### config.mk
export PLATFORM = sky130hd
export DESIGN_NAME = msa_attr_readout
export DESIGN_NICKNAME = d
export VERILOG_FILES = /design/src/hw/msa_attr_pkg.sv /design/src/hw/msa_attr_readout.sv /design/src/hw/msa_attr_upd.sv
export SDC_FILE = /design/constraint.sdc
export NUM_CORES = 1
export LEC_CHECK = 0
export BUFFER_PORTS_ARGS = -buffer_cell sky130_fd_sc_hd__clkbuf_2
export CORE_UTILIZATION = 35
export DETAILED_ROUTE_END_ITERATION = 12
export PLACE_DENSITY = 0.56
export REMOVE_ABC_BUFFERS = 1
export SYNTH_ARGS = -nofsm -noshare
export SYNTH_HDL_FRONTEND = slang
export SYNTH_SLANG_ARGS = --single-unit
### constraint.sdc
create_clock -name i_clk -period 1.5 [get_ports i_clk]
set_input_delay 0.075 -clock i_clk [delete_from_list [all_inputs] [get_ports i_clk]]
set_output_delay 0.075 -clock i_clk [all_outputs]
set_load 0.1 [all_outputs]
### src/hw/msa_attr_pkg.sv
package msa_attr_pkg;
	localparam int unsigned MSA_AW = 12;
	localparam logic [11:0] MSA_OFS_VSW3 = 12'h59c;
	localparam logic [11:0] MSA_OFS_VST3 = 12'h5a0;
	localparam logic [11:0] MSA_OFS_VTOT3 = 12'h5a4;
	localparam logic [11:0] MSA_OFS_FMTA3 = 12'h5a8;
	localparam logic [11:0] MSA_OFS_FMTB3 = 12'h5ac;
	localparam logic [11:0] MSA_OFS_CRM3 = 12'h5b0;
	localparam logic [11:0] MSA_OFS_CRN3 = 12'h5b4;
	localparam logic [11:0] MSA_OFS_VBID3 = 12'h5b8;
	localparam logic [11:0] MSA_OFS_HRES4 = 12'h5c0;
	localparam logic [11:0] MSA_OFS_HPOL4 = 12'h5c4;
	localparam logic [11:0] MSA_OFS_HSW4 = 12'h5c8;
	localparam logic [11:0] MSA_OFS_HST4 = 12'h5cc;
	localparam logic [11:0] MSA_OFS_HTOT4 = 12'h5d0;
	localparam logic [11:0] MSA_OFS_VACT4 = 12'h5d4;
	localparam logic [11:0] MSA_OFS_VPOL4 = 12'h5d8;
	localparam logic [11:0] MSA_OFS_VSW4 = 12'h5dc;
	localparam logic [11:0] MSA_OFS_VST4 = 12'h5e0;
	localparam logic [11:0] MSA_OFS_VTOT4 = 12'h5e4;
	localparam logic [7:0] MSA_VBID_RST = 8'h19;
	localparam logic [7:0] MSA_FMTB_RSVD_MASK = 8'h87;
	localparam int unsigned MSA_SYNC_STAGES = 2;

	typedef struct packed {
		logic [14:0] vsync_width;
		logic [15:0] vert_start;
		logic [15:0] vert_total;
		logic [7:0] format_attr_a;
		logic [7:0] format_attr_b;
		logic [23:0] clk_recovery_m;
		logic [23:0] clk_recovery_n;
		logic [7:0] blanking_id;
	} msa_attr_s3_t;

	typedef struct packed {
		logic [15:0] horiz_res;
		logic hsync_polarity;
		logic [14:0] hsync_width;
		logic [15:0] horiz_start;
		logic [15:0] horiz_total;
		logic [15:0] active_lines;
		logic vsync_polarity;
		logic [14:0] vsync_width;
		logic [15:0] vert_start;
		logic [15:0] vert_total;
	} msa_attr_s4_t;

	typedef struct packed {
		logic [11:0] addr;
		logic [31:0] wdata;
		logic wr;
		logic rd;
	} msa_attr_req_t;
endpackage : msa_attr_pkg

### src/hw/msa_attr_readout.sv
`timescale 1ns/100ps
module msa_attr_readout
	import msa_attr_pkg::*;
(
	// clock and reset
	input wire logic i_clk,
	input wire logic i_reset_n,
	// register port
	input wire logic [11:0] i_addr,
	input wire logic [31:0] i_wdata,
	input wire logic i_wr,
	input wire logic i_rd,
	output logic [31:0] o_rdata,
	// decoded attributes, stream 3
	input wire logic i_s3_valid,
	input wire msa_attr_s3_t i_s3_attr,
	// decoded attributes, stream 4
	input wire logic i_s4_valid,
	input wire msa_attr_s4_t i_s4_attr
);
	msa_attr_s3_t s3_q;
	msa_attr_s4_t s4_q;
	logic s3_load;
	logic s4_load;
	logic [31:0] rdata_d;
	msa_attr_req_t req;

	// the attribute payload is quasi-static: it is only sampled on the
	// synchronised packet pulse, long after the decoder settled it
	msa_attr_upd u_s3_upd (
		.i_clk(i_clk),
		.i_reset_n(i_reset_n),
		.i_valid(i_s3_valid),
		.o_load(s3_load)
	);

	msa_attr_upd u_s4_upd (
		.i_clk(i_clk),
		.i_reset_n(i_reset_n),
		.i_valid(i_s4_valid),
		.o_load(s4_load)
	);

	assign req = '{addr: i_addr, wdata: i_wdata, wr: i_wr, rd: i_rd};

	always_ff @(posedge i_clk or negedge i_reset_n) begin
		if (!i_reset_n) begin
			s3_q <= '0;
			s3_q.blanking_id <= MSA_VBID_RST;
		end else if (s3_load) begin
			s3_q <= i_s3_attr;
			s3_q.format_attr_b <= i_s3_attr.format_attr_b &
				MSA_FMTB_RSVD_MASK;
		end
	end

	always_ff @(posedge i_clk or negedge i_reset_n) begin
		if (!i_reset_n) begin
			s4_q <= '0;
		end else if (s4_load) begin
			s4_q <= i_s4_attr;
		end
	end

	// write strobe and data deliberately unused: every location is read-only
	always_comb begin
		rdata_d = 32'h0;
		if (req.rd) begin
			unique case (req.addr)
				MSA_OFS_VSW3: rdata_d = {17'h0, s3_q.vsync_width};
				MSA_OFS_VST3: rdata_d = {16'h0, s3_q.vert_start};
				MSA_OFS_VTOT3: rdata_d = {16'h0, s3_q.vert_total};
				MSA_OFS_FMTA3: rdata_d = {24'h0, s3_q.format_attr_a};
				MSA_OFS_FMTB3: rdata_d = {24'h0, s3_q.format_attr_b};
				MSA_OFS_CRM3: rdata_d = {8'h0, s3_q.clk_recovery_m};
				MSA_OFS_CRN3: rdata_d = {8'h0, s3_q.clk_recovery_n};
				MSA_OFS_VBID3: rdata_d = {24'h0, s3_q.blanking_id};
				MSA_OFS_HRES4: rdata_d = {16'h0, s4_q.horiz_res};
				MSA_OFS_HPOL4: rdata_d = {31'h0, s4_q.hsync_polarity};
				MSA_OFS_HSW4: rdata_d = {17'h0, s4_q.hsync_width};
				MSA_OFS_HST4: rdata_d = {16'h0, s4_q.horiz_start};
				MSA_OFS_HTOT4: rdata_d = {16'h0, s4_q.horiz_total};
				MSA_OFS_VACT4: rdata_d = {16'h0, s4_q.active_lines};
				MSA_OFS_VPOL4: rdata_d = {31'h0, s4_q.vsync_polarity};
				MSA_OFS_VSW4: rdata_d = {17'h0, s4_q.vsync_width};
				MSA_OFS_VST4: rdata_d = {16'h0, s4_q.vert_start};
				MSA_OFS_VTOT4: rdata_d = {16'h0, s4_q.vert_total};
				default: rdata_d = 32'h0;
			endcase
		end
	end

	always_ff @(posedge i_clk or negedge i_reset_n) begin
		if (!i_reset_n) begin
			o_rdata <= 32'h0;
		end else begin
			o_rdata <= rdata_d;
		end
	end
endmodule : msa_attr_readout

### src/hw/msa_attr_upd.sv
`timescale 1ns/100ps
// two-stage synchroniser on the decoder's packet-valid level, then a
// rising-edge pulse; the payload is assumed stable while valid is high
module msa_attr_upd
	import msa_attr_pkg::*;
(
	// clock and reset
	input wire logic i_clk,
	input wire logic i_reset_n,
	// level from the link decoder
	input wire logic i_valid,
	// one-cycle capture pulse
	output logic o_load
);
	logic [MSA_SYNC_STAGES-1:0] sync_q;
	logic seen_q;

	always_ff @(posedge i_clk or negedge i_reset_n) begin
		if (!i_reset_n) begin
			sync_q <= '0;
		end else begin
			sync_q <= {sync_q[0], i_valid};
		end
	end

	always_ff @(posedge i_clk or negedge i_reset_n) begin
		if (!i_reset_n) begin
			seen_q <= 1'b0;
			o_load <= 1'b0;
		end else begin
			seen_q <= sync_q[1];
			o_load <= sync_q[1] & ~seen_q;
		end
	end
endmodule : msa_attr_upd
==> summary.txt, run 1 <==
Die
  – Die extent in x: between 150 and 200 µm
  – Die height: between 150 and 200 µm
  – I/O pin count: approximately 330
  – Core area: between 0.03 and 0.04 mm²
  – Die Area: 0.0360 mm²
  – # rows: 68
  – Initial Utilization: 0.356

Power
  – Static leakage: 8.48 nW
  – Power density over the cells: 1110 mW/mm²
  – Maximum vdd drop: about 1.0 mV

Global routing
  – GRT Max-Usage Layer: met2
  – GRT Util Overall: 0.242
  – Vias in the first global route: approximately 11000
  – Initial antenna violation count: 2
  – Global route overflow: 0
  – M1 GR Usage: 0.318
  – Largest net degree at the start of global routing: 71
  – Met3 usage: 0.0380
  – First-pass GRT wire length: between 60000 and 70000 µm
  – Met2 usage: 0.408

Critical path
  – WP data arrival: approximately 1.9 ns
  – Largest driver fanout on the critical path: 2
  – Startpoint Class: register
  – Crit end category: register
  – Required @ worst endpoint: 1.92 ns
  – Worst Path Class, Setup: reg2reg

Placed design
  – IO buf count: between 200 and 300
  – Placed Area: roughly 0.015 mm²
  – Dpl hpwl: between 30000 and 40000 µm
  – GP Congestion: just over 0.8

Finish
  – Layout cells sized above 1: 0.484
  – Cell area after layout: between 0.015 and 0.02 mm²
  – Layout fillers: about 2900
  – Synth-to-Final Area Change: 54.9%
  – Final #Nets: roughly 1900

Clock tree
  – Clock Sinks: 275
  – Num CTS Buffers: 31
  – Max Root-Sink Buffers: 3
  – Worst-path clk slew: roughly 0.060 ns
  – Skew-Pair Late Insertion Delay: 0.57 ns
  – H-tree depth: 1
  – Clk root buf: clkbuf_16
  – Clock tree from TritonCTS: built

STA
  – Achievable Freq: roughly 680 MHz
  – Max-slew headroom: 0.595
  – Tmin final: roughly 1.5 ns
  – Number of setup violations in the final report: 0
  – Final hold violation count: 0
  – Max-slew violation count: 0
  – Fin Setup TNS: 0 ns
  – Final worst-path cycle share: 0.982
  – Clock skew: 0.0236 ns
  – Tightest Pin Transition: ~0.61 ns
  – RSZ-0062 raised after global routing: yes

Synthesis
  – Area contributors post-synth: dfrtp_1, mux2_2, a22oi_1
  – Largest family of logic cells by synthesized area: multiplexers
  – Post-synth top area share: 0.552
  – Compound-cell area share of the yosys netlist: 0.0884
  – Cell type with the largest total area after synthesis: dfrtp_1
  – Ys flop type: dfrtp_1
  – Post-Synth XOR/XNOR Area: 0
  – Share of flip-flops with an asynchronous set or reset: 1.00
  – Synth Cell Area: about 0.012 mm²
  – Post-synth EDFFs: 0
  – Adder-Cell Fraction of Synth Area: 0
  – Mux contribution to synthesized area: 0.254
  – Avg Cell Area, Syn: approximately 13 µm²
  – Synth Register Bits: 275
  – YS warnings: 0
  – Simple-gate share of the synthesized area: 0.0655
  – Sequential share of the synthesized area: 0.559
  – Post-synthesis cell type count: 62
  – Synth Instances: approximately 900

Drt
  – Final WL: about 43000 µm
  – Routed length per instance: around 21 µm
  – Via count: roughly 10000
  – DRC Markers: 0
  – ANT nets after route: 0
  – DR pass1 iterations: 5
  – Drt via density: 5.06
  – DRT iter0 DRCs: between 500 and 600

Flow run
  – Max cap viols: 0

Status
  – Outcome: finished, final reports clean

Min path
  – Hold Crit Class: in2async
[repair_timing]
| item | in CTS | in global routing |
|---|---|---|
| hold buffers | 248 | 0 |
| buffers inserted | 0 | 0 |
| gates resized for setup | 6 | 8 |
| pin swaps | 0 | 4 |
| endpoints found under the setup margin | 6 | 7 |
| hold endpoints to repair | 543 | 0 |
[power breakdown]
part           switching [W]  internal (W)
Combinational        0.00128       0.00193
Sequential          0.000637       0.00841
Clock                0.00319       0.00567
Total                0.00510        0.0160
[worst max-delay path, cell delays in order (launching register included)]
cell	delay [ns]
dfrtp_1	0.41
mux2i_1	0.16
o32ai_1	0.10
a32o_1	0.23
a222oi_1	0.27
a41oi_1	0.15
[sequential cells by signal, indices dropped and copies added, names as in the netlist]
| name | cells |
|---|---|
| u_s4_upd.o_load | 1 |
| s3_q | 115 |
| u_s3_upd.sync_q | 2 |
| o_rdata | 24 |
| u_s3_upd.seen_q | 1 |
| u_s4_upd.seen_q | 1 |
| s4_q | 128 |
| u_s4_upd.sync_q | 2 |
| u_s3_upd.o_load | 1 |
[worst paths after layout]
path	from	endpoint	slack [ns]	cells after the start
setup / recovery	s4_q[126]	o_rdata[14]	0.03	5
hold / removal	i_reset_n	s4_q[83]	0.12	3
setup reg to reg	s4_q[126]	o_rdata[14]	0.03	5
hold reg to reg	u_s4_upd.sync_q[0]	u_s4_upd.sync_q[1]	0.35	0
max in group asynchronous	i_reset_n	s3_q[7]	0.97	3
min in group i_clk	i_s4_valid	u_s4_upd.sync_q[0]	0.15	2
[kinds of logic (layout without fill, tap and decap cells)]
kind of cell           count (synthesis)  in the layout
multiplexers                         281            281
AO/OA/AOI/OAI                        151            151
flip-flops                           275            275
other                                  1             10
buffers and inverters                 81            746
AND/OR/NAND/NOR                      131            131
[per-stage QoR]
step	hold WS (ns)	utilization	total power [W]	instances	setup slack (ns)
after floorplan	-0.221	-	0.0104	850	-1.97
after detailed placement	-0.0300	0.444	0.0118	1741	-0.363
final	0.117	0.551	0.0211	2049	0.0267
after CTS	0.0980	0.551	0.0212	2047	0.00144
after global routing	0.109	0.551	0.0220	2049	-0.0743
after global placement	-0.0324	0.444	0.0117	1741	-0.369
[cell type report]
type | count | area, µm² | share of cell area
well taps | 455 | 569 | 0.0298
inverters | 4 | 15.0 | 0.000786
clock buffers | 43 | 891 | 0.0467
diodes | 2 | 5.00 | 0.000262
clock inverters | 15 | 309 | 0.0162
repair buffers | 684 | 5320 | 0.278
flip-flops and latches | 275 | 6890 | 0.361
multi-input cells | 571 | 5100 | 0.267
[metal layers]
metal | vias up | part of all wire
li1 | 4725 | -
met1 | 5226 | 0.43
met2 | 345 | 0.48
met3 | 76 | 0.052
met4 | 0 | 0.031
met5 | - | 0
[cells in the mapped netlist (3+ instances only)]
cell type,count
a32oi_1,10
buf_2,32
a31oi_1,11
a21oi_1,24
nand2_1,20
o22ai_1,3
and4bb_2,3
and2_1,3
buf_4,16
o21ai_0,17
a22oi_1,31
mux2_2,259
a22o_1,8
mux2i_1,22
and3_1,7
a21o_1,4
clkbuf_1,28
nand3b_1,9
nor2b_1,13
a31o_2,3
nand3_1,15
and4b_1,4
nand4_1,9
a41oi_1,5
a221oi_1,5
o2bb2ai_1,3
and3b_1,3
nor2_1,25
inv_1,4
o31ai_1,3
nand4bb_1,3
nand4b_1,4
dfstp_2,3
a222oi_1,6
dfrtp_1,272
[cell usage in the layout, fill, tap and decap left out, drive strengths merged, types with 19 or more instances in the layout]
cell type    instances
clkbuf             321
dfrtp              272
mux2               259
dlygate4sd3        247
buf                159
a22oi               31
nor2                26
a21oi               24
mux2i               22
nand2               21
o21ai               19
No activity file was read; power rests on OpenSTA's default activity.
==> inputs of run 2 (changes only) <==
CORE_UTILIZATION = 48   (was 35)
PLACE_DENSITY = 0.74   (was 0.56)
==> run 2 against run 1 <==
Net effect:
- the flow now finishes with violations (setup timing)
- clock skew is 0.0055 ns higher
- final cell count decreased by 6.9%
- register-to-register slack worse by 0.05 ns
- count of clock-buffer cells in the layout is the same
- total power down 6.0%
- critical path depth is the same
- combinational power is 1% higher
- design area fell by 2.9%
- largest power group unchanged
- highest routed layer unchanged
==> summary.txt, run 2 (synthesis gave the netlist of run 1 again) <==
Clock tree
  – Max Root-Sink Buffers: 3
  – Skew-Pair Late Insertion Delay: roughly 0.57 ns
  – Num CTS Buffers: 29
  – Clock tree from TritonCTS: built
  – Clock Sinks: 275
  – Worst-path clk slew: ~0.060 ns
  – H-tree depth: 1
  – Clk root buf: clkbuf_16

STA
  – Tightest Pin Transition: 0.623 ns
  – Worst hold slack: 0.0173 ns
  – Final hold violation count: 0
  – Max-slew violation count: 0
  – Final worst-path cycle share: 1.01
  – Final worst slack: -0.0213 ns
  – RSZ-0062 raised after global routing: yes
  – Tmin final: roughly 1.5 ns
  – Achievable Freq: 657 MHz
  – Number of setup violations in the final report: 2
  – Clock skew: 0.0290 ns
  – Fin Setup TNS: -0.0388 ns
  – Max-slew headroom: 0.587

Power
  – Maximum vdd drop: approximately 1.0 mV
  – Static leakage: 8.28 nW
  – Overall Power: around 0.020 W
  – Power density over the cells: 1070 mW/mm²

Global routing
  – GRT Util Overall: 0.344
  – First-pass GRT wire length: 68000 µm
  – Global route overflow: 0
  – Largest net degree at the start of global routing: 65
  – Vias in the first global route: around 12000
  – Initial antenna violation count: 3

Status
  – Failing checks: setup timing
  – Outcome: finished, violations left

Die
  – Core area: between 0.02 and 0.03 mm²
  – I/O pin count: 329
  – Die height: about 160 µm
  – Die extent in x: between 150 and 200 µm
  – Die Area: ~0.026 mm²
  – Initial Utilization: 0.490
  – # rows: between 50 and 60

Finish
  – Utilization after layout: 0.736
  – Layout cells sized above 1: 0.476
  – Most frequent cells in the layout: clkbuf_2, dfrtp_1, mux2_2
  – Cell area after layout: about 0.019 mm²
  – Biggest regs: s4_q: 128 flops, s3_q: 115 flops, o_rdata: 24 flops
  – Synth-to-Final Area Change: 50.3%
  – Number of flip-flops in the largest register: approximately 130
  – Top reg by flops: s4_q
  – Final #Nets: about 1800
  – Commonest non-fill, non-tap cell in the layout: clkbuf_2
  – Layout fillers: around 1600

Drt
  – Via count: ~11000
  – Routed length per instance: 23.5 µm
  – DRC Markers: 0
  – ANT nets after route: 0
  – Drt via density: 5.68
  – Final WL: about 45000 µm
  – DR pass1 iterations: 5
  – DRT iter0 DRCs: roughly 960

Critical path
  – Largest driver fanout on the critical path: 2
  – Crit end category: register
  – Startpoint Class: register
  – WP data arrival: 1.95 ns
  – Required @ worst endpoint: approximately 1.9 ns
  – Worst Path Class, Setup: reg2reg

Placed design
  – Dpl hpwl: 27200 µm
  – Placed Area: 0.0150 mm²
  – GP Congestion: roughly 0.85
  – IO buf count: 283

Flow run
  – Max cap viols: 0

Min path
  – Hold Crit Class: in2async
run 2: final timing paths:
path                                     from                  to  slack (ns)  cells past startpoint
hold reg to reg            u_s3_upd.sync_q[0]  u_s3_upd.sync_q[1]        0.35                      0
setup reg to reg                     s4_q[34]          o_rdata[2]       -0.02                      5
setup / recovery                     s4_q[34]          o_rdata[2]       -0.02                      5
min in group i_clk                  i_addr[1]          o_rdata[9]        0.14                      5
max in group asynchronous           i_reset_n             s3_q[0]        0.69                      3
hold / removal                      i_reset_n            s4_q[84]        0.02                      2
run 2: layer usage:
layer	wire length, µm	part of all wire	up-vias	track usage
met2	22400	0.50	585	0.590
met4	2390	0.053	0	0.172
met5	0	0	-	0
met1	17100	0.38	5398	0.418
li1	-	-	4689	-
met3	3020	0.067	166	0.0567
run 2: what timing repair did:
| action | in CTS | in global routing |
|---|---|---|
| hold buffers | 247 | 0 |
| hold endpoints to repair | 530 | 0 |
| setup buffers | 0 | 0 |
| pin swaps | 0 | 2 |
| gates resized for setup | 4 | 4 |
| endpoints found under the setup margin | 4 | 8 |
run 2: power by group:
| part | leakage [nW] | internal, W | switching (W) |
|---|---|---|---|
| Clock | 0.489 | 0.00447 | 0.00308 |
| Sequential | 3.27 | 0.00841 | 0.000653 |
| Combinational | 4.52 | 0.00187 | 0.00137 |
run 2: layout make-up:
class,count,area [µm²],area share
Antenna cell,3,7.51,0.000405
Clock buffer,43,858,0.0463
Clock inverter,11,143,0.00770
Inverter,4,15.0,0.000810
Multi-Input combinational cell,571,5080,0.274
Sequential cell,275,6890,0.372
Tap cell,330,413,0.0223
Timing Repair Buffer,670,5120,0.276
run 2: stage by stage:
| step | instances | setup slack [ns] |
|---|---|---|
| after floorplan | 850 | -1.97 |
| after global placement | 1603 | -0.455 |
| after detailed placement | 1603 | -0.445 |
| after CTS | 1904 | 0.00762 |
| after global routing | 1907 | -0.0545 |
| final | 1907 | -0.0213 |
run 2: critical path: stages (launching register included):
cell and delay [ns]:
dfrtp_1 0.39, mux2i_1 0.22, o22ai_1 0.12, a22o_1 0.26, o31ai_2 0.29, a31oi_1 0.12
==> inputs of run 3 (changes only) <==
CORE_UTILIZATION = 49   (was 48)
CTS_BUF_LIST = sky130_fd_sc_hd__clkbuf_4   (was unset)
PLACE_DENSITY = 0.75   (was 0.74)
==> run 3 against run 2 <==
Net effect:
- register-to-register slack gained 0.02 ns
- largest cell class unchanged
- utilization rose by 1.6 points
- sequential power grew 0.8%
- largest power group unchanged
- the run now ends clean
- via count increased by 3.2%
- clock power is 15% lower
==> summary.txt, run 3 (synthesis gave the netlist of run 1 again) <==
Status
  – Outcome: finished, final reports clean

Die
  – Die extent in x: approximately 160 µm
  – Initial Utilization: 0.504
  – Core area: roughly 0.024 mm²
  – Die height: approximately 160 µm
  – # rows: 57
  – I/O pin count: around 330
  – Die Area: 0.0258 mm²

Drt
  – Via count: ~11000
  – Drt via density: approximately 5.7
  – DR pass1 iterations: 5
  – ANT nets after route: 0
  – DRT iter0 DRCs: between 900 and 1000
  – DRC Markers: 0
  – Routed length per instance: around 23 µm
  – Final WL: 45200 µm

STA
  – Clock skew: between 0.03 and 0.04 ns
  – Worst hold slack: about 0.052 ns
  – Max-slew headroom: 0.623
  – Final worst-path cycle share: 0.999
  – Max-slew violation count: 0
  – Achievable Freq: around 670 MHz
  – Tightest Pin Transition: 0.565 ns
  – Number of setup violations in the final report: 0
  – Final hold violation count: 0
  – RSZ-0062 raised after global routing: yes
  – Tmin final: between 1 and 1.5 ns

Clock tree
  – H-tree depth: 3
  – Num CTS Buffers: 73
  – Clock Sinks: approximately 280
  – Worst-path clk slew: roughly 0.070 ns
  – Skew-Pair Late Insertion Delay: approximately 0.70 ns
  – Max Root-Sink Buffers: 3
  – Clk root buf: clkbuf_4
  – Clock tree from TritonCTS: built

Placed design
  – IO buf count: approximately 280
  – GP Congestion: between 0.8 and 0.9
  – Placed insts: 1577
  – Dpl hpwl: between 20000 and 30000 µm

Finish
  – Layout cells sized above 1: 0.487
  – Layout fillers: 1500
  – Commonest non-fill, non-tap cell in the layout: dfrtp_1
  – Synth-to-Final Area Change: 49.2%
  – Final #Nets: 1876
  – Biggest regs: s4_q: 128 flops, s3_q: 115 flops, o_rdata: 24 flops
  – Number of flip-flops in the largest register: 128
  – Post-Layout Cell Count: approximately 2000
  – Most frequent cells in the layout: dfrtp_1, mux2_2, clkbuf_2
  – Top reg by flops: s4_q

Global routing
  – Vias in the first global route: approximately 12000
  – First-pass GRT wire length: 69400 µm
  – GRT Util Overall: 0.358
  – Largest net degree at the start of global routing: 60
  – Global route overflow: 0
  – Initial antenna violation count: 3

Min path
  – Hold Crit Class: in2reg

Critical path
  – Startpoint Class: register
  – Required @ worst endpoint: a little over 2 ns
  – Largest driver fanout on the critical path: 2
  – WP data arrival: approximately 2.1 ns
  – Worst Path Class, Setup: reg2reg
  – Crit end category: register

Power
  – Power density over the cells: between 1000 and 1500 mW/mm²
  – Maximum vdd drop: ~0.7 mV
  – Static leakage: 8.28 nW

Flow run
  – Max cap viols: 0
[run 3: cell types whose count changed in the layout (fill, tap and decap cells not counted), sizes merged]
cell	delta
diode	+2
dlygate4sd3	+3
clkinv	+12
clkinvlp	-2
bufinv	-3
buf	-13
clkbuf	+57
[run 3: critical path, stage by stage (launching register included)]
cell and delay (ns):
dfrtp_1 0.42, mux2i_2 0.23, o22ai_1 0.11, a22o_1 0.25, o31ai_2 0.24, a31oi_1 0.12
[run 3: where the power goes]
| part | switching, W | internal (W) | leakage (nW) | total (W) |
|---|---|---|---|---|
| Sequential | 0.000726 | 0.00841 | 3.27 | 0.00913 |
| Clock | 0.00321 | 0.00323 | 0.526 | 0.00644 |
| Combinational | 0.00136 | 0.00189 | 4.48 | 0.00325 |
[run 3: timing repair]
action                     in CTS  in global routing
hold buffers                  250                  0
resized for setup              27                 12
gates cloned                    0                  0
setup endpoints to repair      24                 10
setup buffers                   0                  1
hold endpoints to repair      544                  0
[run 3: metal layers]
| layer | up-vias | GRT usage | share of wire |
|---|---|---|---|
| met5 | - | 0 | 0 |
| met4 | 0 | 0.229 | 0.059 |
| met3 | 186 | 0.0956 | 0.080 |
| met2 | 669 | 0.604 | 0.50 |
| met1 | 5555 | 0.402 | 0.36 |
| li1 | 4777 | - | - |
[run 3: final timing paths]
kind | start | to | slack [ns] | cells after the start
min reg2reg | u_s3_upd.sync_q[0] | u_s3_upd.sync_q[1] | 0.35 | 0
max reg2reg | s3_q[74] | o_rdata[2] | 0.001 | 5
min in group asynchronous | i_reset_n | s3_q[30] | 0.42 | 3
min | i_addr[0] | o_rdata[9] | 0.05 | 6
max | s3_q[74] | o_rdata[2] | 0.001 | 5
max in group asynchronous | i_reset_n | s3_q[0] | 0.35 | 4
[run 3: stage by stage]
stage                     instance area, µm²  TNS (ns)  setup slack, ns   util  power (W)
final                                  18400         0          0.00113  0.752     0.0188
after global placement                 14900     -6.06           -0.339  0.609     0.0116
after floorplan                        12000   -458.16            -1.97      -     0.0104
after CTS                              18400         0         0.000590  0.750     0.0185
after detailed placement               14900     -5.49           -0.334  0.609     0.0117
after global routing                   18400   -0.0305          -0.0168  0.752     0.0195
[run 3: final cells by class]
| cell class | instances | area [µm²] | share of cell area |
|---|---|---|---|
| Clock buffer | 106 | 796 | 0.0433 |
| Timing Repair Buffer | 654 | 5120 | 0.278 |
| Sequential cell | 275 | 6890 | 0.375 |
| Multi-Input combinational cell | 571 | 5080 | 0.276 |
| Tap cell | 324 | 405 | 0.0220 |
| Inverter | 4 | 15.0 | 0.000816 |
| Antenna cell | 5 | 12.5 | 0.000680 |
| Clock inverter | 18 | 71.3 | 0.00388 |
